[src/shared/uart_rx_map.svh]
// Offsets, field positions, reset values and counts of the receive/interrupt block
`ifndef UART_RX_MAP_SVH
`define UART_RX_MAP_SVH

// Register offsets on the plain register port
`define OFS_STATUS        3'h0
`define OFS_CTRL1         3'h1
`define OFS_CTRL2         3'h2
`define OFS_DATA          3'h3
`define OFS_BAUD          3'h4

// Status register bit positions
`define ST_PARITY         7
`define ST_NOISE          6
`define ST_FRAMING        5
`define ST_OVERRUN        4
`define ST_RX_IDLE        3
`define ST_RX_AVAIL       2
`define ST_TX_IDLE        1
`define ST_TX_EMPTY       0

// Control register 1 bit positions
`define C1_PORT_EN        7
`define C1_NINE_BIT       6
`define C1_PARITY_EN      5
`define C1_PARITY_ODD     4
`define C1_TWO_STOP       3
`define C1_RX_BIT8        0

// Control register 2 bit positions
`define C2_TX_EMPTY_IE    7
`define C2_TX_IDLE_IE     6
`define C2_RX_IE          5
`define C2_RX_EN          4
`define C2_ADDR_DET       3
`define C2_WAKE_EN        2

// Reset values
`define CTRL1_RST         8'h00
`define CTRL2_RST         8'h00
`define BAUD_RST          8'h00

// Oversampling and majority sample points
`define OVERSAMPLE        4'hf
`define SAMPLE_A          4'h7
`define SAMPLE_B          4'h8
`define SAMPLE_C          4'h9

// Clock cycles between wake-up and resumed operation
`define WAKE_DELAY_CYCLES 8'h10

`endif

[src/shared/uart_rx_pkg.sv]
// Types shared by the receive/interrupt block
package uart_rx_pkg;

  // Receiver sequencing
  typedef enum logic [2:0] {
    RX_IDLE   = 3'b000,
    RX_START  = 3'b001,
    RX_DATA   = 3'b010,
    RX_PARITY = 3'b011,
    RX_STOP1  = 3'b100,
    RX_STOP2  = 3'b101
  } rx_state_t;

  // One buffered word with the error flags recorded beside it
  typedef struct packed {
    logic [8:0] data;
    logic       framing;
    logic       parity;
    logic       noise;
  } rx_word_t;

  // Register port request
  typedef struct packed {
    logic [2:0] addr;
    logic [7:0] wdata;
    logic       wr;
    logic       rd;
  } reg_req_t;

endpackage : uart_rx_pkg

[src/rtl/uart_rx_error_irq_wake.sv]
// Serial port receiver with error flags, interrupt, address detect and pin wake-up
//
// The register offsets and strobed register access were left to the implementer.
`include "uart_rx_map.svh"
`timescale 1ns/1ns
`default_nettype none

// Function
// - Two-word receive buffer; third completed word with buffer full sets overrun.
// - Overrun keeps buffered words, drops shift register word, interrupts if enabled.
// - Overrun clears only on status access followed by data read.
// - Noisy frame still buffered; noise flag rises with receive-available, no own interrupt.
// - Noise flag clears when a data read removes its word; no status read needed.
// - Any stop bit decided low by the majority sets framing error, either of two stops.
// - Framing and parity flags stored with word; cleared on reset.
// - Parity mismatch against odd/even type sets parity flag when parity enabled.
// - Port interrupt is a low pulse over the five listed sources.
// - Separate enables per transmit source; receive sources share one enable.
// - Address detect enable gates interrupt on address word; no flag kept.
// - Status flags are read-only; writes and interrupt entry never change them.
// - With address detect, receive interrupt only when top data bit is one.
// - Without address detect, every receive-available raises the interrupt.
// - Port clock stopped pauses reception; it resumes when clock returns.
// - Idle or sleep leaves all port registers unchanged.
// - Falling pin edge with clock off and port, receiver, receive interrupt and wake enables set raises wake-up.
// - Data arriving during wake-up delay is ignored by receiver.
// - Wake interrupt needs global, group, channel enables; delivered after delay.
// - Word moved into buffer sets receive-available and interrupts if enabled.
// - Recovery runs at sixteen times baud; bit decided by three-sample majority.
module uart_rx_error_irq_wake (
  // Clock and reset
  input  wire logic       clk_sys,
  input  wire logic       rst_b,
  // Register port
  input  wire logic [2:0] reg_addr,
  input  wire logic [7:0] reg_wdata,
  input  wire logic       reg_wr,
  input  wire logic       reg_rd,
  output logic      [7:0] reg_rdata,
  // Serial pin and port clock state
  input  wire logic       serial_pin,
  input  wire logic       port_clk_on,
  // Transmitter status and load
  input  wire logic       tx_empty_flag,
  input  wire logic       tx_idle_flag,
  output logic            tx_load,
  output logic      [8:0] tx_data,
  // System interrupt enables
  input  wire logic       global_irq_enable,
  input  wire logic       group_irq_enable,
  input  wire logic       channel_irq_enable,
  // Interrupt and wake outputs
  output logic            irq_req,
  output logic            irq_pulse_b,
  output logic            wake_req
);

  // Majority of three samples
  function automatic logic majority3(input logic a, input logic b, input logic c);
    majority3 = (a & b) | (a & c) | (b & c);
  endfunction : majority3

  uart_rx_pkg::reg_req_t  req;
  uart_rx_pkg::rx_state_t state_reg;
  uart_rx_pkg::rx_state_t state_next;
  uart_rx_pkg::rx_word_t  fifo_mem [0:1];
  uart_rx_pkg::rx_word_t  head;
  uart_rx_pkg::rx_word_t  new_word;

  logic [7:0] ctrl1_reg;
  logic [7:0] ctrl2_reg;
  logic [7:0] baud_divisor_reg;
  logic [7:0] reg_rdata_reg;
  logic [7:0] tick_cnt_reg;
  logic [3:0] sub_cnt_reg;
  logic [3:0] bit_cnt_reg;
  logic [8:0] shift_reg;
  logic [2:0] samp_reg;
  logic       noise_acc_reg;
  logic       parity_bit_reg;
  logic       framing_acc_reg;
  logic       pin_prev_reg;
  logic       rd_ptr_reg;
  logic       wr_ptr_reg;
  logic [1:0] count_reg;
  logic       overrun_flag;
  logic       status_seen_reg;
  logic       wake_pending_reg;
  logic [7:0] wake_cnt_reg;
  logic       wake_irq_reg;
  logic       wake_req_reg;
  logic       irq_prev_reg;
  logic       tx_load_reg;
  logic [8:0] tx_data_reg;

  // Register port bundle and decode
  assign req = '{addr: reg_addr, wdata: reg_wdata, wr: reg_wr, rd: reg_rd};
  wire wr_ctrl1  = req.wr && req.addr == `OFS_CTRL1;
  wire wr_ctrl2  = req.wr && req.addr == `OFS_CTRL2;
  wire wr_baud   = req.wr && req.addr == `OFS_BAUD;
  wire wr_data   = req.wr && req.addr == `OFS_DATA;
  wire rd_status = req.rd && req.addr == `OFS_STATUS;
  wire rd_data   = req.rd && req.addr == `OFS_DATA;

  // Control fields
  wire port_enable        = ctrl1_reg[`C1_PORT_EN];
  wire nine_bit_select    = ctrl1_reg[`C1_NINE_BIT];
  wire parity_enable      = ctrl1_reg[`C1_PARITY_EN];
  wire parity_odd         = ctrl1_reg[`C1_PARITY_ODD];
  wire two_stop           = ctrl1_reg[`C1_TWO_STOP];
  wire tx_empty_ie        = ctrl2_reg[`C2_TX_EMPTY_IE];
  wire tx_idle_ie         = ctrl2_reg[`C2_TX_IDLE_IE];
  wire rx_irq_enable      = ctrl2_reg[`C2_RX_IE];
  wire receiver_enable    = ctrl2_reg[`C2_RX_EN];
  wire addr_detect_enable = ctrl2_reg[`C2_ADDR_DET];
  wire pin_wake_enable    = ctrl2_reg[`C2_WAKE_EN];

  // Receiver runs only with clock on and outside the wake-up delay
  wire wake_hold = wake_pending_reg;
  wire rx_run    = port_clk_on && port_enable && receiver_enable && !wake_hold;
  wire os_tick   = rx_run && (tick_cnt_reg == baud_divisor_reg);
  wire mid_done  = os_tick && (sub_cnt_reg == `SAMPLE_C);
  wire bit_end   = os_tick && (sub_cnt_reg == `OVERSAMPLE);
  // Decide on the two stored samples plus the one taken at this centre tick
  wire [2:0] samp_now = {samp_reg[1:0], serial_pin};
  wire bit_val   = majority3(samp_now[2], samp_now[1], samp_now[0]);
  wire bit_noisy = !(&samp_now) && (|samp_now);
  wire [3:0] nbits = nine_bit_select ? 4'h9 : 4'h8;
  wire [8:0] rx_word_data = nine_bit_select ? shift_reg : {1'b0, shift_reg[8:1]};

  // Word completion: after last stop bit centre
  wire last_stop = (state_reg == uart_rx_pkg::RX_STOP2) ||
                   (state_reg == uart_rx_pkg::RX_STOP1 && !two_stop);
  wire word_done = mid_done && last_stop;
  wire perr_calc = parity_enable && ((^rx_word_data ^ parity_bit_reg) != parity_odd);
  wire ferr_calc = framing_acc_reg || !bit_val;

  assign new_word = '{data: rx_word_data, framing: ferr_calc, parity: perr_calc,
                      noise: noise_acc_reg || bit_noisy};

  // Buffer occupancy
  wire fifo_pop  = rd_data && count_reg != 2'h0;
  wire fifo_push = word_done && (count_reg != 2'h2 || fifo_pop);
  wire ovr_set   = word_done && count_reg == 2'h2 && !fifo_pop;
  assign head    = fifo_mem[rd_ptr_reg];
  wire rx_avail_flag = count_reg != 2'h0;
  wire head_top  = nine_bit_select ? head.data[8] : head.data[7];

  // Status image; parity, noise and framing flags follow the head word, overrun does not
  wire [7:0] status_img = {rx_avail_flag && head.parity,
                           rx_avail_flag && head.noise,
                           rx_avail_flag && head.framing,
                           overrun_flag,
                           state_reg == uart_rx_pkg::RX_IDLE,
                           rx_avail_flag,
                           tx_idle_flag,
                           tx_empty_flag};

  // Read multiplexer
  wire [7:0] ctrl1_img = {ctrl1_reg[7:1], head.data[8]};
  wire [7:0] rd_mux = (req.addr == `OFS_STATUS) ? status_img :
                      (req.addr == `OFS_CTRL1)  ? ctrl1_img :
                      (req.addr == `OFS_CTRL2)  ? ctrl2_reg :
                      (req.addr == `OFS_DATA)   ? head.data[7:0] :
                      (req.addr == `OFS_BAUD)   ? baud_divisor_reg : 8'h00;

  // Receiver next state
  always_comb begin
    state_next = state_reg;
    case (state_reg)
      uart_rx_pkg::RX_IDLE:   if (rx_run && pin_prev_reg && !serial_pin) state_next = uart_rx_pkg::RX_START;
      uart_rx_pkg::RX_START:  if (mid_done) state_next = bit_val ? uart_rx_pkg::RX_IDLE :
                                                                 uart_rx_pkg::RX_DATA;
      uart_rx_pkg::RX_DATA:   if (mid_done && bit_cnt_reg == nbits - 4'h1)
                                state_next = parity_enable ? uart_rx_pkg::RX_PARITY :
                                                             uart_rx_pkg::RX_STOP1;
      uart_rx_pkg::RX_PARITY: if (mid_done) state_next = uart_rx_pkg::RX_STOP1;
      uart_rx_pkg::RX_STOP1:  if (mid_done) state_next = two_stop ? uart_rx_pkg::RX_STOP2 :
                                                                  uart_rx_pkg::RX_IDLE;
      uart_rx_pkg::RX_STOP2:  if (mid_done) state_next = uart_rx_pkg::RX_IDLE;
      default:                state_next = uart_rx_pkg::RX_IDLE;
    endcase
    if (wake_hold || !(port_enable && receiver_enable)) state_next = uart_rx_pkg::RX_IDLE;
  end

  // Interrupt sources; transmit sources have their own enables, receive sources share one
  wire src_tx_empty = tx_empty_ie && tx_empty_flag;
  wire src_tx_idle  = tx_idle_ie && tx_idle_flag;
  wire src_rx_avail = rx_irq_enable && rx_avail_flag &&
                      (!addr_detect_enable || head_top);
  wire src_overrun  = rx_irq_enable && overrun_flag;
  assign irq_req    = src_tx_empty || src_tx_idle || src_rx_avail ||
                      src_overrun || wake_irq_reg;
  assign irq_pulse_b = !(irq_req && !irq_prev_reg);

  // Wake-up detection while the port clock is off
  wire wake_event = !port_clk_on && pin_wake_enable && port_enable && receiver_enable &&
                    rx_irq_enable && pin_prev_reg && !serial_pin;
  wire irq_path_on = global_irq_enable && group_irq_enable && channel_irq_enable;

  // Control and divisor registers: only software writes change them
  always_ff @(posedge clk_sys or negedge rst_b) begin
    if (!rst_b) begin
      ctrl1_reg        <= `CTRL1_RST;
      ctrl2_reg        <= `CTRL2_RST;
      baud_divisor_reg <= `BAUD_RST;
    end else begin
      if (wr_ctrl1) ctrl1_reg <= {req.wdata[7:1], 1'b0};
      if (wr_ctrl2) ctrl2_reg <= req.wdata;
      if (wr_baud)  baud_divisor_reg <= req.wdata;
    end
  end

  // Read data one cycle after the strobe
  always_ff @(posedge clk_sys or negedge rst_b) begin
    if (!rst_b) reg_rdata_reg <= 8'h00;
    else if (req.rd) reg_rdata_reg <= rd_mux;
    else reg_rdata_reg <= 8'h00;
  end
  assign reg_rdata = reg_rdata_reg;

  // Transmit load pulse; ninth bit taken from control register 1 bit 1
  always_ff @(posedge clk_sys or negedge rst_b) begin
    if (!rst_b) begin
      tx_load_reg <= 1'b0;
      tx_data_reg <= 9'h000;
    end else begin
      tx_load_reg <= wr_data;
      if (wr_data) tx_data_reg <= {ctrl1_reg[1], req.wdata};
    end
  end
  assign tx_load = tx_load_reg;
  assign tx_data = tx_data_reg;

  // Oversample tick divider and sub-bit counter; frozen while clock is off
  always_ff @(posedge clk_sys or negedge rst_b) begin
    if (!rst_b) begin
      tick_cnt_reg <= 8'h00;
      sub_cnt_reg  <= 4'h0;
    end else if (state_reg == uart_rx_pkg::RX_IDLE) begin
      tick_cnt_reg <= 8'h00;
      sub_cnt_reg  <= 4'h0;
    end else if (rx_run) begin
      tick_cnt_reg <= os_tick ? 8'h00 : tick_cnt_reg + 8'h01;
      if (os_tick) sub_cnt_reg <= sub_cnt_reg + 4'h1;
    end
  end

  // Three samples around bit centre
  always_ff @(posedge clk_sys or negedge rst_b) begin
    if (!rst_b) samp_reg <= 3'h0;
    else if (os_tick && (sub_cnt_reg == `SAMPLE_A || sub_cnt_reg == `SAMPLE_B ||
                         sub_cnt_reg == `SAMPLE_C))
      samp_reg <= {samp_reg[1:0], serial_pin};
  end

  // Frame sequencing, shifting and error accumulation
  always_ff @(posedge clk_sys or negedge rst_b) begin
    if (!rst_b) begin
      state_reg       <= uart_rx_pkg::RX_IDLE;
      bit_cnt_reg     <= 4'h0;
      shift_reg       <= 9'h000;
      noise_acc_reg   <= 1'b0;
      parity_bit_reg  <= 1'b0;
      framing_acc_reg <= 1'b0;
    end else begin
      state_reg <= state_next;
      if (state_reg == uart_rx_pkg::RX_IDLE) begin
        bit_cnt_reg     <= 4'h0;
        noise_acc_reg   <= 1'b0;
        framing_acc_reg <= 1'b0;
      end
      if (mid_done) begin
        noise_acc_reg <= noise_acc_reg || bit_noisy;
        case (state_reg)
          uart_rx_pkg::RX_DATA: begin
            shift_reg   <= {bit_val, shift_reg[8:1]};
            bit_cnt_reg <= bit_cnt_reg + 4'h1;
          end
          uart_rx_pkg::RX_PARITY: parity_bit_reg <= bit_val;
          uart_rx_pkg::RX_STOP1:  framing_acc_reg <= !bit_val;
          default: ;
        endcase
      end
    end
  end

  // Sub-bit alignment: restart centre count at each bit boundary
  // (sub counter wraps from 15 to 0 naturally; bit_end marks it)
  wire unused_bit_end = bit_end;

  // Two-word buffer with recorded flags
  always_ff @(posedge clk_sys or negedge rst_b) begin
    if (!rst_b) begin
      fifo_mem[0] <= '0;
      fifo_mem[1] <= '0;
      rd_ptr_reg  <= 1'b0;
      wr_ptr_reg  <= 1'b0;
      count_reg   <= 2'h0;
    end else begin
      if (fifo_push) begin
        fifo_mem[wr_ptr_reg] <= new_word;
        wr_ptr_reg <= !wr_ptr_reg;
      end
      if (fifo_pop) rd_ptr_reg <= !rd_ptr_reg;
      count_reg <= count_reg + {1'b0, fifo_push} - {1'b0, fifo_pop};
    end
  end

  // Overrun flag and status-then-data clear sequence; set wins over clear
  always_ff @(posedge clk_sys or negedge rst_b) begin
    if (!rst_b) begin
      overrun_flag    <= 1'b0;
      status_seen_reg <= 1'b0;
    end else begin
      if (rd_status) status_seen_reg <= 1'b1;
      else if (rd_data) status_seen_reg <= 1'b0;
      if (ovr_set) overrun_flag <= 1'b1;
      else if (rd_data && status_seen_reg) overrun_flag <= 1'b0;
    end
  end

  // Pin history, wake-up delay and wake interrupt
  always_ff @(posedge clk_sys or negedge rst_b) begin
    if (!rst_b) begin
      pin_prev_reg     <= 1'b1;
      wake_pending_reg <= 1'b0;
      wake_cnt_reg     <= 8'h00;
      wake_irq_reg     <= 1'b0;
      wake_req_reg     <= 1'b0;
      irq_prev_reg     <= 1'b0;
    end else begin
      pin_prev_reg <= serial_pin;
      irq_prev_reg <= irq_req;
      wake_req_reg <= wake_event;
      wake_irq_reg <= 1'b0;
      if (wake_event) begin
        wake_pending_reg <= 1'b1;
        wake_cnt_reg     <= 8'h00;
      end else if (wake_pending_reg && port_clk_on) begin
        wake_cnt_reg <= wake_cnt_reg + 8'h01;
        if (wake_cnt_reg == `WAKE_DELAY_CYCLES - 8'h01) begin
          wake_pending_reg <= 1'b0;
          wake_irq_reg     <= irq_path_on;
        end
      end
    end
  end
  assign wake_req = wake_req_reg;

endmodule : uart_rx_error_irq_wake

`default_nettype wire

[config.mk]
export PLATFORM = sky130hd
export DESIGN_NAME = uart_rx_error_irq_wake
export DESIGN_NICKNAME = d
export VERILOG_FILES = /design/src/shared/uart_rx_pkg.sv /design/src/rtl/uart_rx_error_irq_wake.sv
export VERILOG_INCLUDE_DIRS = /design/src /design/src/shared
export SDC_FILE = /design/constraint.sdc
export NUM_CORES = 1
export LEC_CHECK = 0
export BUFFER_PORTS_ARGS = -buffer_cell sky130_fd_sc_hd__buf_2
export CORE_MARGIN = 10
export CORE_UTILIZATION = 24
export DETAILED_ROUTE_END_ITERATION = 6
export PLACE_DENSITY = 0.37
export SLEW_MARGIN = 20
export SYNTH_ARGS = -nofsm -noshare
export SYNTH_HDL_FRONTEND = slang
export SYNTH_SLANG_ARGS = --single-unit
[constraint.sdc]
create_clock -name clk_sys -period 2.1 [get_ports clk_sys]
set_input_delay 0.105 -clock clk_sys [delete_from_list [all_inputs] [get_ports clk_sys]]
set_output_delay 0.105 -clock clk_sys [all_outputs]
set_load 0.05 [all_outputs]
==> results of run 1 <==
cell type report:
type,instances,area (um^2),share of cell area
sequential,117,2932,0.3949
multi-input combinational,377,2684,0.3615
clock inverter,12,177.7,0.02393
tap,319,399.1,0.05377
inverter,13,48.80,0.006573
clock buffer,20,456.7,0.06152
timing repair buffer,103,725.7,0.09776
worst max-delay path by stage:
stage	cells after the start	end	start	slack, ns
CTS	9	bit_cnt_reg[3]	sub_cnt_reg[1]	0.01
global route	10	count_reg[1]	ctrl2_reg[4]	-0.1
floorplan	8	bit_cnt_reg[3]	sub_cnt_reg[1]	0.03
detailed placement	9	bit_cnt_reg[3]	sub_cnt_reg[1]	0.03
global placement	9	bit_cnt_reg[3]	sub_cnt_reg[1]	0.04
finish	10	count_reg[1]	ctrl1_reg[7]	0.05
routing by layer:
layer  vias up  part of all wire  GRT usage
met2        59              0.47     0.1634
li1       2067                 -          -
met5         -                 0          0
met1      2062              0.48     0.1331
met3        14             0.038    0.03180
met4         0             0.013    0.03629
worst max-delay path: cells and delay by family, from the launching register on:
family        cells  cell delay [ns]
simple gates      5             0.77
fa+ha+maj         2             0.46
flops             1             0.40
xor+xnor          2             0.26
buf+inv           1             0.04
metrics by stage:
step | total power, mW | cell area [um^2] | setup slack [ns]
2_1_floorplan | 3.457 | 5663 | 0.03094
5_1_grt | 7.397 | 7423 | -0.09598
3_3_place_gp | 3.884 | 6518 | 0.04179
3_5_place_dp | 3.890 | 6518 | 0.02646
4_1_cts | 7.103 | 7296 | 0.01282
6_report | 7.044 | 7423 | 0.05245
power by group through the flow:
stage	combinational (mW)	clock (mW)	sequential [mW]
final	1.28	3.10	2.67
after detailed placement	1.19	0	2.70
after CTS	1.25	3.19	2.66
after global placement	1.19	0	2.69
after global routing	1.39	3.30	2.70
after floorplan	0.636	0	2.82
Yosys cell counts, types with 6 or more instances:
library cell  count  area share
a21oi_1          13       0.012
a22oi_1           7      0.0093
clkbuf_1         18       0.012
dfrtp_1         116        0.51
ha_1              8       0.018
inv_1            13      0.0086
mux2_2           42       0.084
mux2i_1          25       0.044
nand2_1          62       0.041
nand3_1          16       0.014
nand4_1           7      0.0077
nor2_1           44       0.029
nor3_1            6      0.0053
o21ai_0          47       0.042
xnor2_1          17       0.026
xor2_1           16       0.025
logic make-up after synthesis:
kind of cell    count (synthesis)  share of synthesized area
compound gates                 90                    0.09491
fa+ha+maj                       8                    0.01770
xor+xnor                       35                    0.05907
flops                         117                     0.5179
buf+inv                        36                    0.02500
mux                            68                     0.1319
simple gates                  176                     0.1535
repair_timing:
action,CTS,global route
gates cloned,0,0
resized for setup,10,18
hold buffers,12,0
endpoints found under the hold margin,55,0
buffers inserted,0,6
setup endpoints to repair,2,43
pin swaps,1,10
==> qor.csv, run 1 <==
stage,metric,value,unit
layout,number of diodes,0,
setup_path,"setup slack, reg-to-reg",0.05,ns
logic_synthesis,Post-synth ARST share,1.000,
grt,initial antenna violation count,0,
logic_synthesis,Netlist cell types,53,
logic_synthesis,Syn Inst Count,530,
grt,first-pass GRT wire length,24920,um
setup_path,Setup CP Type,reg -> reg,
logic_synthesis,ys flop type,dfrtp_1,
die,Vert. Die Dim,173.5,um
clock_network,Root Buffer,clkbuf_16,
place,final RePlAce weighted congestion,0.7772,
place,placed insts,911,
layout,number of fill cells,2397,
power,sequential power share,0.378,
clock_network,"CTS clk-pin slew, worst paths",0.06,ns
layout,layout cells sized above 1,0.3053,
layout,area grow syn2layout,31.26,%
setup_path,CP required,2.39,ns
drt,number of remaining DRC errors,0,
timing,Max Clk Rate,488.4,MHz
logic_synthesis,register bit total from synthesis,117,
timing,"Hold Vio Cnt, Final",0,
setup_path,Reg-to-Reg End,count_reg[1],
timing,relative slew slack,0.6475,
timing,final worst-path cycle share,0.9750,
setup_path,Reg-to-Reg Start,ctrl1_reg[7],
die,Starting Density,0.2424,
power,Gate power share,0.182,
setup_path,r2r worst-path depth,10,
logic_synthesis,mapped cell area,0.005655,mm^2
setup_path,CP max FO,3,
logic_synthesis,syn_nets,560,
timing,setup TNS,0,ns
setup_path,Worst setup SP type,flop,
hold_path,Worst Hold Launch,reg_wdata[3],
layout,most frequent cells in the layout,"dfrtp_1, nand2_1, buf_4",
hold_path,WHS Endpoint,baud_divisor_reg[3],
logic_synthesis,share of the yosys chip area belonging to registers,0.5179,
logic_synthesis,"EDFF count, synth",0,
clock_network,CTS sink cnt,117,
setup_path,critical path's slowest cell,dfrtp_1,
die,Ports,43,
logic_synthesis,YS warnings,0,
clock_network,clk buf depth,2,
run,Max Cap Viol,0,
grt,All-Layer GR Usage,0.1042,
drt,DRT Pass-1 Iters,6,
grt,global route overflow,0,
layout,Util after Layout,0.3182,
setup_path,max incr delay on CP,0.40,ns
die,row count,56,
grt,vias in the first global route,4503,
drt,via/cell ratio,4.373,
timing,Worst-Margin Slew,0.5273,ns
clock_network,CTS tree,yes,
layout,final cell count without fillers,961,
place,detailed placement HPWL,11290,um
power,switching share of power,0.2804,
power,internal power,5.069,mW
hold_path,Hold Crit Class,in -> reg,
timing,Slew Limit Fails,0,
setup_path,CP arrival,2.34,ns
drt,DR WL/cell,15.85,um
layout,"commonest non-fill, non-tap cell in the layout",dfrtp_1,
power,Static Leak,3.332,nW
power,Psw,1.975,mW
timing,Setup-failing EPs final,0,
timing,RSZ-0062 raised after global routing,yes,
drt,aggregate routed wire length,15230,um
clock_network,worst skew pair latency,0.41,ns
drt,DR iter-0 viols,206,
die,die area,0.03010,mm^2
power,pwr dens,948.9,mW/mm^2
timing,Setup Skew,0.01029,ns
die,Chip Width,173.5,um
die,core area,0.02333,mm^2
drt,post-route ant nets,0,
run_status,status,"complete, no violations",
power,worst vdd ir,0.5392,mV
logic_synthesis,syn_area_per_cell,10.67,um^2
timing,crit path time final,2.048,ns
clock_network,htree depth,4,
layout,max reg flops,24,
grt,largest net degree at the start of global routing,76,
drt,via count,4202,
hold_path,WHS Path Cells,2,
setup_path,crit-path cells,nand2_2 > nor3_4 > and3_4 > nand3_2 > nand3b_1 > ha_1 > inv_1 > ha_2 > xnor2_2 > xnor2_1,
layout,# nets final,659,
clock_network,CTS Buf Count,17,
timing,smallest hold slack,0.02609,ns
place,number of I/O port buffers,42,
setup_path,Crit. End Element,flop,
power,clock network power share,0.440,
Note: power is estimated with default switching activity, not from simulation.
==> run 2: changes to the inputs <==
CORE_ASPECT_RATIO = 1.4   (was default)
==> run 2 against run 1 <==
  * Core utilization down 0.42 points
  * Via count is 0.64% lower
  * Critical path depth is 3 lower
  * Wire length up 0.58%
  * Combinational power fell by 3%
  * Global-route usage up 0.29 points
  * Sequential power hardly changed
==> qor.csv, run 2 (synthesis results as in run 1) <==
stage,metric,value,unit
drt,number of remaining DRC errors,0,
grt,first-pass GRT wire length,24760,um
layout,max reg flops,24,
drt,aggregate routed wire length,15320,um
drt,DR iter-0 viols,166,
setup_path,Crit. End Element,output port,
timing,Slew Limit Fails,0,
setup_path,CP arrival,1.95,ns
drt,via/cell ratio,4.451,
die,die area,0.03019,mm^2
layout,Util after Layout,0.3140,
die,Vert. Die Dim,201.6,um
timing,Max Clk Rate,487.4,MHz
place,number of I/O port buffers,42,
grt,global route overflow,0,
setup_path,Reg-to-Reg Start,tick_cnt_reg[2],
place,detailed placement HPWL,11400,um
die,core area,0.02320,mm^2
timing,RSZ-0062 raised after global routing,yes,
clock_network,htree depth,4,
layout,post-route cell area,0.007286,mm^2
grt,initial antenna violation count,0,
hold_path,Hold Crit Class,in -> reg,
drt,post-route ant nets,0,
grt,vias in the first global route,4361,
layout,most frequent cells in the layout,"dfrtp_1, nand2_1, o21ai_0",
grt,All-Layer GR Usage,0.1071,
layout,area grow syn2layout,28.83,%
timing,Worst-Margin Slew,0.6135,ns
die,Starting Density,0.2437,
clock_network,worst skew pair latency,0.42,ns
timing,smallest hold slack,0.06534,ns
timing,Setup Skew,0.01109,ns
layout,number of diodes,0,
layout,FF/Latch Area,0.002933,mm^2
timing,final worst-path cycle share,0.9770,
layout,multi-input logic area,0.002688,mm^2
layout,"commonest non-fill, non-tap cell in the layout",dfrtp_1,
setup_path,Setup CP Type,reg -> out,
clock_network,Root Buffer,clkbuf_16,
die,Chip Width,149.7,um
clock_network,CTS Buf Count,17,
place,Post-DP Area,0.006476,mm^2
timing,crit path time final,2.052,ns
run,Max Cap Viol,0,
timing,"Hold Vio Cnt, Final",0,
die,Ports,43,
setup_path,CP max FO,3,
setup_path,Worst setup SP type,flop,
drt,via count,4175,
clock_network,"CTS clk-pin slew, worst paths",0.05,ns
setup_path,Worst Setup SP,fifo_mem[11],
power,Static Leak,3.283,nW
die,row count,66,
layout,number of fill cells,2373,
drt,DR WL/cell,16.33,um
layout,layout cells sized above 1,0.2880,
setup_path,CP required,2.00,ns
clock_network,CTS sink cnt,117,
clock_network,clk buf depth,2,
layout,# nets final,653,
place,final RePlAce weighted congestion,0.7781,
power,pwr dens,901.9,mW/mm^2
setup_path,"setup slack, reg-to-reg",0.06,ns
run_status,status,"complete, no violations",
timing,relative slew slack,0.5910,
grt,largest net degree at the start of global routing,47,
hold_path,Worst Hold Launch,port_clk_on,
power,worst vdd ir,0.5952,mV
drt,DRT Pass-1 Iters,5,
power,total power,6.571,mW
timing,Setup-failing EPs final,0,
clock_network,CTS tree,yes,
[run 2: cell count changes in the layout (fill, tap and decap cells not counted), moves of 2 or more]
cell / before / now
bufinv_16: 4 / 1
nand2_2: 5 / 3
clkbuf_1: 1 / 3
clkinv_4: 4 / 0
buf_4: 50 / 40
buf_6: 0 / 2
[run 2: path summary, 6_finish.rpt]
check                                           end  cells past startpoint
min in group asynchronous           wake_cnt_reg[7]                      2
max in group asynchronous       baud_divisor_reg[0]                      3
worst min-delay path                      wake_hold                      4
worst min register to register          fifo_mem[7]                      2
worst max-delay path                    irq_pulse_b                      7
worst max register to register         count_reg[1]                     10
[run 2: report_power, final]
| part | internal, mW | switching, mW |
|---|---|---|
| clock | 1.68 | 0.974 |
| sequential | 2.48 | 0.198 |
| combinational | 0.524 | 0.715 |
[run 2: worst max-delay path, cell delays in order, from the launching register on]
cell	delay [ns]
dfrtp_1	0.39
mux4_2	0.48
inv_2	0.07
a21oi_2	0.05
o21ai_2	0.17
nand2_2	0.12
nand2b_4	0.10
buf_8	0.14
[run 2: layout make-up]
| cell class | count | area share |
|---|---|---|
| multi-input cells | 377 | 0.3689 |
| repair buffers | 97 | 0.09651 |
| well taps | 306 | 0.05255 |
| clock buffers | 23 | 0.06560 |
| clock inverters | 5 | 0.007213 |
| flip-flops and latches | 117 | 0.4025 |
| inverters | 13 | 0.006698 |
[run 2: what timing repair did]
item | in CTS | in global routing
resized for setup | 12 | 18
endpoints found under the hold margin | 76 | 0
endpoints found under the setup margin | 12 | 42
cloned | 0 | 0
hold buffers | 13 | 0
pin swaps | 3 | 16
buffers inserted | 2 | 2
[run 2: per-stage QoR]
stage          std cells  setup WS [ns]  setup TNS (ns)
2_1_floorplan        530        0.03094               0
3_3_place_gp         893        0.01420               0
3_5_place_dp         893       -0.01106        -0.01298
4_1_cts              936       -0.02142        -0.02315
5_1_grt              938       -0.08569         -0.2618
6_report             938        0.04820               0
[run 2: routing by layer]
metal,global-route usage,vias up,share of wire
met5,0,-,0
met4,0.05150,0,0.027
met3,0.03032,20,0.033
met2,0.1768,62,0.52
met1,0.1240,2042,0.42
li1,-,2051,-
